$ cat src/gpib_status_regs.vh
`ifndef GPIB_STATUS_REGS_VH
`define GPIB_STATUS_REGS_VH
// Register offsets (word index on the plain port)
`define OFF_RUN_COND 4'h0
`define OFF_RUN_EVENT 4'h1
`define OFF_RUN_MASK 4'h2
`define OFF_RUN_RISE 4'h3
`define OFF_RUN_FALL 4'h4
`define OFF_FLT_COND 4'h5
`define OFF_FLT_EVENT 4'h6
`define OFF_FLT_MASK 4'h7
`define OFF_FLT_RISE 4'h8
`define OFF_FLT_FALL 4'h9
`define OFF_SRE 4'ha
`define OFF_STB 4'hb
`define OFF_PORT 4'hc
`define OFF_ADDR 4'hd
`define OFF_ERROR 4'he
`define OFF_TRIG 4'hf
// Run-state condition bit positions
`define RUN_CAL_BIT 0
`define RUN_WTG_BIT 5
`define RUN_CV_BIT 8
`define RUN_CC_BIT 10
`define RUN_IMPL_MASK 16'h0521
// Fault condition bit positions
`define FLT_OV_BIT 0
`define FLT_OC_BIT 1
`define FLT_IMPL_MASK 16'h0003
// Status byte bit positions
`define STB_ERR_BIT 2
`define STB_FLT_BIT 3
`define STB_RQS_BIT 6
`define STB_RUN_BIT 7
// Reset values
`define RST_MASK 16'h0000
`define RST_RISE 16'hffff
`define RST_FALL 16'h0000
`define RST_SRE 8'h00
`define RST_PORT 3'h0
`define RST_PRIMARY 5'h05
// Address limits and types
`define PRIMARY_MAX 8'h1e
`define SEC_MIN 8'h01
`define SEC_MAX 8'h0f
`define TYPE_ALONE 2'h0
`define TYPE_DIRECT 2'h1
`define TYPE_LINKED 2'h2
// Keypad codes
`define KEY_SEP 4'ha
`define KEY_ENTER 4'hb
`define KEY_ADDR 4'hc
// Message bytes and error codes
`define CHAR_LF 8'h0a
`define CHAR_QUERY 8'h3f
`define ERR_NONE 16'h0000
`define ERR_QUERY_DEADLOCK 16'hfe52
// Trigger control bits
`define TRIG_ARM_BIT 0
`define TRIG_CONT_BIT 1
`define TRIG_FIRE_BIT 2
`endif

$ cat src/gpib_status_address_port.v
// Added by the designer: the address-and-strobe port and the placing of the registers.
`timescale 1ns/1ps
`default_nettype none
`include "gpib_status_regs.vh"
module gpib_status_address_port #(
  parameter QUERY_DEPTH = 8
) (
  input wire clk, // 200 MHz clock
  input wire reset_n, // Synchronous reset
  input wire [3:0] addr, // Register index
  input wire [15:0] wdata, // Write data
  input wire we, // Write strobe
  input wire re, // Read strobe
  output reg [15:0] rdata, // Read data, cycle after re
  input wire cal_in, // Calibration mode pin
  input wire cv_in, // Constant-voltage pin
  input wire cc_in, // Constant-current pin
  input wire ov_in, // Overvoltage pin
  input wire oc_in, // Overcurrent pin
  input wire [4:0] direct_primary, // Primary of chain head
  input wire key_valid, // Keypad strobe
  input wire [3:0] key_code, // Keypad code
  input wire bus_valid, // Received byte strobe
  input wire [7:0] bus_byte, // Received byte
  input wire bus_eoi, // End-or-identify with byte
  input wire bus_trigger, // Trigger from controller
  output reg srq, // Service request
  output reg msg_end, // Message terminated pulse
  output reg apply_trigger, // Apply pending levels pulse
  output reg recall_state, // Recall location 0 pulse
  output reg addr_error, // Address error display
  output reg [4:0] primary_addr, // Active primary address
  output reg [3:0] secondary_addr, // Active secondary address
  output reg [1:0] addr_type, // Active address type
  output reg line1_out, // Control line one
  output reg line2_out, // Control line two
  output reg line3_out, // Control line three level
  output reg line3_oe_n, // Line three drive, low drives
  input wire line3_in // Control line three input
);

  function [7:0] accum;
    input [7:0] acc;
    input [3:0] d;
    reg [11:0] t;
    begin
      t = ({4'h0, acc} * 12'd10) + {8'h0, d};
      accum = (t > 12'h0ff) ? 8'hff : t[7:0];
    end
  endfunction

  // Pin inputs cross in through two stages
  reg [10:0] sync1_reg;
  reg [10:0] sync2_reg;
  always @(posedge clk) begin
    if (!reset_n) begin
      sync1_reg <= 11'h000;
      sync2_reg <= 11'h000;
    end else begin
      sync1_reg <= {direct_primary, line3_in, oc_in, ov_in, cc_in, cv_in, cal_in};
      sync2_reg <= sync1_reg;
    end
  end

  reg [15:0] run_cond_reg, run_event_reg, run_mask_reg, run_rise_reg, run_fall_reg;
  reg [15:0] flt_cond_reg, flt_event_reg, flt_mask_reg, flt_rise_reg, flt_fall_reg;
  reg [7:0] sre_reg;
  reg [2:0] port_reg;
  reg [15:0] error_reg;
  reg armed_reg, cont_reg;
  reg [3:0] qcount_reg;
  reg entering_reg, sep_reg, pdig_reg, sdig_reg, bad_reg;
  reg [7:0] pval_reg, sval_reg;
  reg [4:0] stored_primary_reg;

  wire wr_trig = we && (addr == `OFF_TRIG);
  wire trig_now = bus_trigger || (wr_trig && wdata[`TRIG_FIRE_BIT]);

  // Live conditions
  reg [15:0] run_live;
  reg [15:0] flt_live;
  always @* begin
    run_live = 16'h0000;
    flt_live = 16'h0000;
    // Calibration state bit
    // calibration at weight 1
    run_live[`RUN_CAL_BIT] = sync2_reg[0];
    run_live[`RUN_WTG_BIT] = armed_reg;
    run_live[`RUN_CV_BIT] = sync2_reg[1];
    run_live[`RUN_CC_BIT] = sync2_reg[2];
    flt_live[`FLT_OV_BIT] = sync2_reg[3];
    flt_live[`FLT_OC_BIT] = sync2_reg[4];
  end

  wire [15:0] run_new = ((run_live & ~run_cond_reg & run_rise_reg) |
                         (~run_live & run_cond_reg & run_fall_reg)) & `RUN_IMPL_MASK;
  wire [15:0] flt_new = ((flt_live & ~flt_cond_reg & flt_rise_reg) |
                         (~flt_live & flt_cond_reg & flt_fall_reg)) & `FLT_IMPL_MASK;

  wire rd_run_ev = re && (addr == `OFF_RUN_EVENT);
  wire rd_flt_ev = re && (addr == `OFF_FLT_EVENT);
  wire rd_err = re && (addr == `OFF_ERROR);
  wire [15:0] run_event_next = (rd_run_ev ? 16'h0000 : run_event_reg) | run_new;
  wire [15:0] flt_event_next = (rd_flt_ev ? 16'h0000 : flt_event_reg) | flt_new;

  wire run_sum = |(run_event_reg & run_mask_reg);
  wire flt_sum = |(flt_event_reg & flt_mask_reg);
  reg [7:0] stb;
  always @* begin
    stb = 8'h00;
    stb[`STB_RUN_BIT] = run_sum;
    stb[`STB_FLT_BIT] = flt_sum;
    stb[`STB_ERR_BIT] = (error_reg != `ERR_NONE);
  end
  wire rqs = |(stb & sre_reg & ~8'h40);

  always @(posedge clk) begin
    if (!reset_n) begin
      run_cond_reg <= 16'h0000;
      flt_cond_reg <= 16'h0000;
      run_event_reg <= 16'h0000;
      flt_event_reg <= 16'h0000;
      srq <= 1'b0;
    end else begin
      run_cond_reg <= run_live;
      flt_cond_reg <= flt_live;
      run_event_reg <= run_event_next;
      flt_event_reg <= flt_event_next;
      srq <= rqs;
    end
  end

  // Software registers; the address has no write path
  always @(posedge clk) begin
    if (!reset_n) begin
      run_mask_reg <= `RST_MASK;
      run_rise_reg <= `RST_RISE;
      run_fall_reg <= `RST_FALL;
      flt_mask_reg <= `RST_MASK;
      flt_rise_reg <= `RST_RISE;
      flt_fall_reg <= `RST_FALL;
      sre_reg <= `RST_SRE;
      port_reg <= `RST_PORT;
    end else if (we) begin
      case (addr)
        `OFF_RUN_MASK: run_mask_reg <= wdata;
        `OFF_RUN_RISE: run_rise_reg <= wdata;
        `OFF_RUN_FALL: run_fall_reg <= wdata;
        `OFF_FLT_MASK: flt_mask_reg <= wdata;
        `OFF_FLT_RISE: flt_rise_reg <= wdata;
        `OFF_FLT_FALL: flt_fall_reg <= wdata;
        `OFF_SRE: sre_reg <= wdata[7:0];
        `OFF_PORT: port_reg <= wdata[2:0];
        default: port_reg <= port_reg;
      endcase
    end
  end

  always @(posedge clk) begin
    if (!reset_n) begin
      line1_out <= 1'b0;
      line2_out <= 1'b0;
      line3_out <= 1'b0;
      line3_oe_n <= 1'b1;
    end else begin
      line1_out <= port_reg[0];
      line2_out <= port_reg[1];
      line3_out <= 1'b0;
      // Bit 2 set turns line three into an input
      line3_oe_n <= port_reg[2];
    end
  end

  always @(posedge clk) begin
    if (!reset_n) begin
      armed_reg <= 1'b0;
      cont_reg <= 1'b0;
      apply_trigger <= 1'b0;
    end else begin
      apply_trigger <= trig_now && armed_reg;
      if (wr_trig) begin
        cont_reg <= wdata[`TRIG_CONT_BIT];
      end
      if (wr_trig && (wdata[`TRIG_ARM_BIT] || wdata[`TRIG_CONT_BIT])) begin
        armed_reg <= 1'b1;
      end else if (trig_now && armed_reg) begin
        armed_reg <= cont_reg;
      end
    end
  end

  wire term = bus_valid && (bus_eoi || (bus_byte == `CHAR_LF));
  wire is_query = bus_valid && (bus_byte == `CHAR_QUERY);
  wire [4:0] qtotal = {1'b0, qcount_reg} + {4'h0, is_query};
  wire deadlock = term && (qtotal > QUERY_DEPTH[4:0]);

  always @(posedge clk) begin
    if (!reset_n) begin
      qcount_reg <= 4'h0;
      msg_end <= 1'b0;
      error_reg <= `ERR_NONE;
    end else begin
      msg_end <= term;
      if (term) begin
        qcount_reg <= 4'h0;
      end else if (is_query && qcount_reg != 4'hf) begin
        qcount_reg <= qcount_reg + 4'h1;
      end
      // Set wins over a read that clears
      if (deadlock) begin
        error_reg <= `ERR_QUERY_DEADLOCK;
      end else if (rd_err) begin
        error_reg <= `ERR_NONE;
      end
    end
  end

  // Address entry check
  reg [1:0] new_type;
  reg entry_ok;
  always @* begin
    new_type = `TYPE_ALONE;
    entry_ok = 1'b0;
    if (!sep_reg) begin
      new_type = `TYPE_ALONE;
      entry_ok = pdig_reg && (pval_reg <= `PRIMARY_MAX);
    end else if (pdig_reg) begin
      new_type = `TYPE_DIRECT;
      entry_ok = (pval_reg <= `PRIMARY_MAX) && (sval_reg == 8'h00);
    end else begin
      new_type = `TYPE_LINKED;
      entry_ok = sdig_reg && (sval_reg >= `SEC_MIN) && (sval_reg <= `SEC_MAX);
    end
    if (bad_reg) begin
      entry_ok = 1'b0;
    end
  end

  wire type_jump = ((addr_type == `TYPE_ALONE) && (new_type == `TYPE_DIRECT)) ||
                   ((addr_type == `TYPE_DIRECT) && (new_type != `TYPE_DIRECT)) ||
                   ((addr_type == `TYPE_LINKED) && (new_type == `TYPE_DIRECT));
  wire enter_now = key_valid && (key_code == `KEY_ENTER) && entering_reg;

  always @(posedge clk) begin
    if (!reset_n) begin
      entering_reg <= 1'b0;
      sep_reg <= 1'b0;
      pdig_reg <= 1'b0;
      sdig_reg <= 1'b0;
      bad_reg <= 1'b0;
      pval_reg <= 8'h00;
      sval_reg <= 8'h00;
    end else if (key_valid) begin
      if (key_code == `KEY_ADDR) begin
        entering_reg <= 1'b1;
        sep_reg <= 1'b0;
        pdig_reg <= 1'b0;
        sdig_reg <= 1'b0;
        bad_reg <= 1'b0;
        pval_reg <= 8'h00;
        sval_reg <= 8'h00;
      end else if (key_code == `KEY_ENTER) begin
        entering_reg <= 1'b0;
      end else if (entering_reg && key_code == `KEY_SEP) begin
        bad_reg <= bad_reg | sep_reg;
        sep_reg <= 1'b1;
      end else if (entering_reg && key_code < 4'ha) begin
        if (sep_reg) begin
          sval_reg <= accum(sval_reg, key_code);
          sdig_reg <= 1'b1;
        end else begin
          pval_reg <= accum(pval_reg, key_code);
          pdig_reg <= 1'b1;
        end
      end
    end
  end

  always @(posedge clk) begin
    if (!reset_n) begin
      stored_primary_reg <= `RST_PRIMARY;
      primary_addr <= `RST_PRIMARY;
      secondary_addr <= 4'h0;
      addr_type <= `TYPE_ALONE;
      addr_error <= 1'b0;
      recall_state <= 1'b0;
    end else begin
      recall_state <= enter_now && entry_ok && type_jump;
      primary_addr <= (addr_type == `TYPE_LINKED) ? sync2_reg[10:6] : stored_primary_reg;
      if (key_valid && key_code == `KEY_ADDR) begin
        addr_error <= 1'b0;
      end
      if (enter_now) begin
        if (entry_ok) begin
          addr_type <= new_type;
          addr_error <= 1'b0;
          if (new_type == `TYPE_LINKED) begin
            secondary_addr <= sval_reg[3:0];
          end else begin
            stored_primary_reg <= pval_reg[4:0];
            secondary_addr <= 4'h0;
          end
        end else begin
          addr_error <= 1'b1;
        end
      end
    end
  end

  // Read mux; data valid only in the cycle after re
  reg [15:0] rd_mux;
  always @* begin
    case (addr)
      `OFF_RUN_COND: rd_mux = run_cond_reg;
      `OFF_RUN_EVENT: rd_mux = run_event_reg & run_mask_reg;
      `OFF_RUN_MASK: rd_mux = run_mask_reg;
      `OFF_RUN_RISE: rd_mux = run_rise_reg;
      `OFF_RUN_FALL: rd_mux = run_fall_reg;
      `OFF_FLT_COND: rd_mux = flt_cond_reg;
      `OFF_FLT_EVENT: rd_mux = flt_event_reg & flt_mask_reg;
      `OFF_FLT_MASK: rd_mux = flt_mask_reg;
      `OFF_FLT_RISE: rd_mux = flt_rise_reg;
      `OFF_FLT_FALL: rd_mux = flt_fall_reg;
      `OFF_SRE: rd_mux = {8'h00, sre_reg};
      `OFF_STB: rd_mux = {8'h00, stb | {1'b0, rqs, 6'h00}};
      `OFF_PORT: rd_mux = {12'h000, sync2_reg[5], port_reg};
      `OFF_ADDR: rd_mux = {3'h0, addr_error, addr_type, 1'b0, secondary_addr, primary_addr};
      `OFF_ERROR: rd_mux = error_reg;
      `OFF_TRIG: rd_mux = {14'h0000, cont_reg, armed_reg};
      default: rd_mux = 16'h0000;
    endcase
  end

  always @(posedge clk) begin
    if (!reset_n) begin
      rdata <= 16'h0000;
    end else begin
      rdata <= re ? rd_mux : 16'h0000;
    end
  end

endmodule // gpib_status_address_port
`default_nettype wire

$ cat config.mk
export PLATFORM = sky130hd
export DESIGN_NAME = gpib_status_address_port
export DESIGN_NICKNAME = d
export VERILOG_FILES = /design/src/gpib_status_address_port.v
export VERILOG_INCLUDE_DIRS = /design/src
export SDC_FILE = /design/constraint.sdc
export NUM_CORES = 1
export LEC_CHECK = 0
export BUFFER_PORTS_ARGS = -buffer_cell sky130_fd_sc_hd__buf_4
export CAP_MARGIN = 20
export CORE_MARGIN = 5
export CORE_UTILIZATION = 57
export CTS_BUF_LIST = sky130_fd_sc_hd__clkbuf_4
export CTS_CLUSTER_SIZE = 30
export DETAILED_ROUTE_END_ITERATION = 6
export PLACE_DENSITY_LB_ADDON = 0.15
export SETUP_SLACK_MARGIN = 0.3
export SYNTH_ARGS = -nofsm -noshare
export SYNTH_HDL_FRONTEND = slang
export SYNTH_SLANG_ARGS = --single-unit
export TNS_END_PERCENT = 10
$ cat constraint.sdc
create_clock -name clk -period 3.6 [get_ports clk]
set_clock_uncertainty 0.15 [all_clocks]
set_input_delay 0.72 -clock clk [delete_from_list [all_inputs] [get_ports clk]]
set_output_delay 0.72 -clock clk [all_outputs]
set_load 0.005 [all_outputs]
==> impl_metrics.py <==
metrics = {
    "timing": {
        "worst_slew_pin_slew_ns": 0.851,
        "fmax_ghz": 0.324,
        "hold_violations": 0,
        "finalCritPeriodShare_pct": 85.7,
        "finalSetupTns_ns": 0,
        "worst_hold_slack_ns": 0.103,
        "max_slew_margin_pct": 42.8,
        "fin_crit_ns": 3.08,
        "rsz0062_at_grt": "false",
        "slew_violations": 0,
        "setup_viol": 0,
    },
    "floorplan": {
        "core_sq_mm": 0.0167,
        "fp-row-count": 47,
        "initial_core_util_pct": 58.3,
        "dieArea_sq_mm": 0.0198,
        "io_pins": 87,
        "die_x_microns": 141,
        "die_y_microns": 141,
    },
    "critical_path": {
        "reg2reg_setup_slack_ns": 0.52,
        "cpMostUsedCell": "ha_1",
        "r2r_end": "sval_reg[6]",
        "worstPathCellList": "ha_1 > ha_1 > fa_1 > a21o_1 > a2111oi_0 > a21oi_1 > nor3_2 > a41oi_1",
        "cp.required_ns": 3.94,
        "critPathKind": "flop to flop",
        "critPathSlowestCell": "dfxtp_1",
        "startpoint_type": "flop",
        "critPathMaxFanout": 8,
        "r2r_cells": 8,
        "r2r_start": "sval_reg[1]",
        "critPathCaptureType": "flop",
        "crit_path_max_incr_delay_ns": 0.46,
        "critical_path_arrival_ns": 3.43,
    },
    "clocking": {
        "numCtsBuffers": 52,
        "postCtsSetupRepairBufs": 0,
        "clk_path_buf_depth": 3,
        "cts-resized-gates": 0,
        "cts_tree": "done",
        "htree_num_levels": 2,
        "hold_buffers": 0,
        "cts_sinks": 209,
        "root_buffer": "clkbuf_4",
        "insertion_delay_ns": 0.69,
        "cts.clk_slew.worst_paths_ns": 0.07,
    },
    "yosys": {
        "yosysWarnings": 0,
        "synth_top_family_by_area": "simple AND/OR/NAND/NOR gates",
        "syn_area_per_cell_sq_um": 8.40,
        "syn_inst": 1160,
        "ys_ff_latch": 209,
        "synthXorXnorAreaFrac_pct": 1.17,
        "synth_cell_types": 80,
        "yosysSeqAreaShare_pct": 42.9,
        "synth_fa_ha_area_share_pct": 5.06,
        "synthArstFlopShare_pct": 0,
        "yosysTopAreaCellShare_pct": 42.9,
        "synth_ff_type": "dfxtp_1",
        "synthSimpleGateAreaFrac_pct": 24.3,
        "yosysTopAreaCell": "dfxtp_1",
        "synth_area_sq_mm": 0.00974,
        "synth_edf_count": 0,
        "synth_compound_area_share_pct": 17.7,
        "synth.area.top_cells": "dfxtp_1 (43%), nand2_1 (10%), a21oi_1 (5.8%), ha_1 (4.2%), mux2i_1 (3.5%)",
        "synthMuxAreaShare_pct": 5.29,
        "syn_nets": 1248,
    },
    "final_layout": {
        "area_growth_syn_to_layout_pct": 15.0,
        "layout-drive-gt1-share_pct": 16.7,
        "multi_input_area_sq_mm": 0.00522,
        "stdcell_count": 1508,
        "layout_common_cells": "nand2_1 (263), dfxtp_1 (209), a21oi_1 (112), buf_4 (111), clkbuf_4 (72)",
        "fillCellCount": 1481,
        "final-seq-area_sq_mm": 0.00418,
        "finish.utilization_pct": 67.1,
        "layout_commonest_cell": "nand2_1",
        "nNetsFinal": 1340,
    },
    "hold_path": {
        "hold_depth": 2,
        "min_from": "direct_primary[1]",
        "hold_class": "primary input to flop",
        "hold_end": "sync1_reg[7]",
    },
    "drt": {
        "routed_via_density": 6.04,
        "wirelength_mm": 28.9,
        "vias": 9113,
        "drtPass1Iterations": 5,
        "ant_nets": 0,
        "drcViolationCount": 0,
        "routedWlPerCell_microns": 19.2,
        "first_iter_violations": 1027,
    },
    "grt": {
        "grt_usage_pct": 28.4,
        "grt-ovfl-total": 0,
        "grt_max_degree": 70,
        "first_global_vias": 8614,
        "grt_pass1_wl_mm": 45.6,
        "antenna_found_initial": 1,
    },
    "power_and_ir_drop": {
        "powerDensity_mw_per_mm2": 418,
        "ir_drop_uv": 357,
        "power_mw": 4.68,
        "power.leakage_nw": 4.79,
    },
    "placement": {
        "portBuffers": 85,
        "gp_congestion": 0.950,
        "dpl.hpwl_mm": 19.4,
        "dp_cells": 1418,
    },
    "flow_run": {
        "drv_cap": 0,
    },
    "run_status": {
        "outcome": "completed",
    },
}
## how the worst max path moves through the flow
| stage | startpoint | endpoint | slack, ns | depth (start not counted) |
|---|---|---|---|---|
| 2_1_floorplan | sval_reg[1] | sval_reg[3] | 0.92 | 8 |
| 3_3_place_gp | sval_reg[1] | sval_reg[5] | 0.66 | 8 |
| 3_5_place_dp | sval_reg[1] | sval_reg[3] | 0.63 | 8 |
| 4_1_cts | sval_reg[1] | sval_reg[6] | 0.60 | 8 |
| 5_1_grt | sval_reg[1] | sval_reg[6] | 0.30 | 8 |
| 6_report | sval_reg[1] | sval_reg[6] | 0.52 | 8 |
## Yosys cell counts, types with 3 or more instances
| library cell | number |
|---|---|
| fa_1 | 4 |
| clkbuf_1 | 45 |
| buf_2 | 20 |
| nor2_1 | 67 |
| mux2_2 | 7 |
| inv_1 | 7 |
| nand2_1 | 263 |
| nand4b_1 | 3 |
| a22o_1 | 13 |
| o22ai_1 | 4 |
| o211ai_1 | 4 |
| and2_1 | 35 |
| ha_1 | 33 |
| nand4_1 | 4 |
| a21o_1 | 23 |
| o21ai_0 | 15 |
| nor3_2 | 3 |
| xnor2_1 | 9 |
| mux2i_1 | 34 |
| nor3_1 | 7 |
| a21oi_1 | 112 |
| nor2b_1 | 14 |
| xor2_1 | 4 |
| nor4_1 | 3 |
| dfxtp_1 | 209 |
| o21ai_1 | 8 |
| and3_1 | 11 |
| nand3b_1 | 8 |
| nand2b_1 | 7 |
| a41oi_1 | 8 |
| nand3_1 | 55 |
| a222oi_1 | 6 |
| or3_1 | 3 |
| a211oi_1 | 7 |
| a32o_1 | 4 |
| a221oi_1 | 6 |
| nor4_2 | 3 |
| a22oi_1 | 15 |
| buf_1 | 8 |
| mux2_1 | 6 |
| a2111oi_0 | 3 |
| a31oi_1 | 12 |
## per-stage QoR
| stage | instance area [sq um] | setup WS, ns |
|---|---|---|
| floorplan | 9740 | 0.925 |
| global placement | 10600 | 0.662 |
| detailed placement | 10600 | 0.625 |
| CTS | 11200 | 0.598 |
| global route | 11200 | 0.300 |
| finish | 11200 | 0.515 |
## report_power, final
| group | internal [mW] | switching, mW |
|---|---|---|
| sequential | 2.36 | 0.0265 |
| combinational | 0.137 | 0.228 |
| clock | 0.991 | 0.940 |
## logic make-up after synthesis
group           count (synthesis)
fa+ha+maj                      37
buf+inv                        83
simple gates                  505
flops                         209
mux                            49
other cells                     1
xor+xnor                       13
compound gates                263
## layout make-up
class	count	share of cell area [%]
antenna	1	0.0223
clock buffer	72	4.83
clock inverter	17	0.827
inverter	9	0.302
multi-input combinational	868	46.6
sequential	209	37.4
tap	220	2.46
timing repair buffer	112	7.62
## critical path, delay by kind of cell (launching register included)
kind	cells	cell delay (ns)
AND/OR/NAND/NOR	1	0.42
AO/OA/AOI/OAI	4	0.92
flip-flops	1	0.46
adder cells (fa/ha/maj)	3	0.96
## layer usage
metal,routed length (microns),vias up,GRT usage (%)
met1,12200,4264,39.8
met4,1150,0,12.3
li1,-,4283,-
met5,0,-,0
met2,12600,472,42.4
met3,2890,94,6.06
Note: power is estimated with default switching activity, not from simulation.
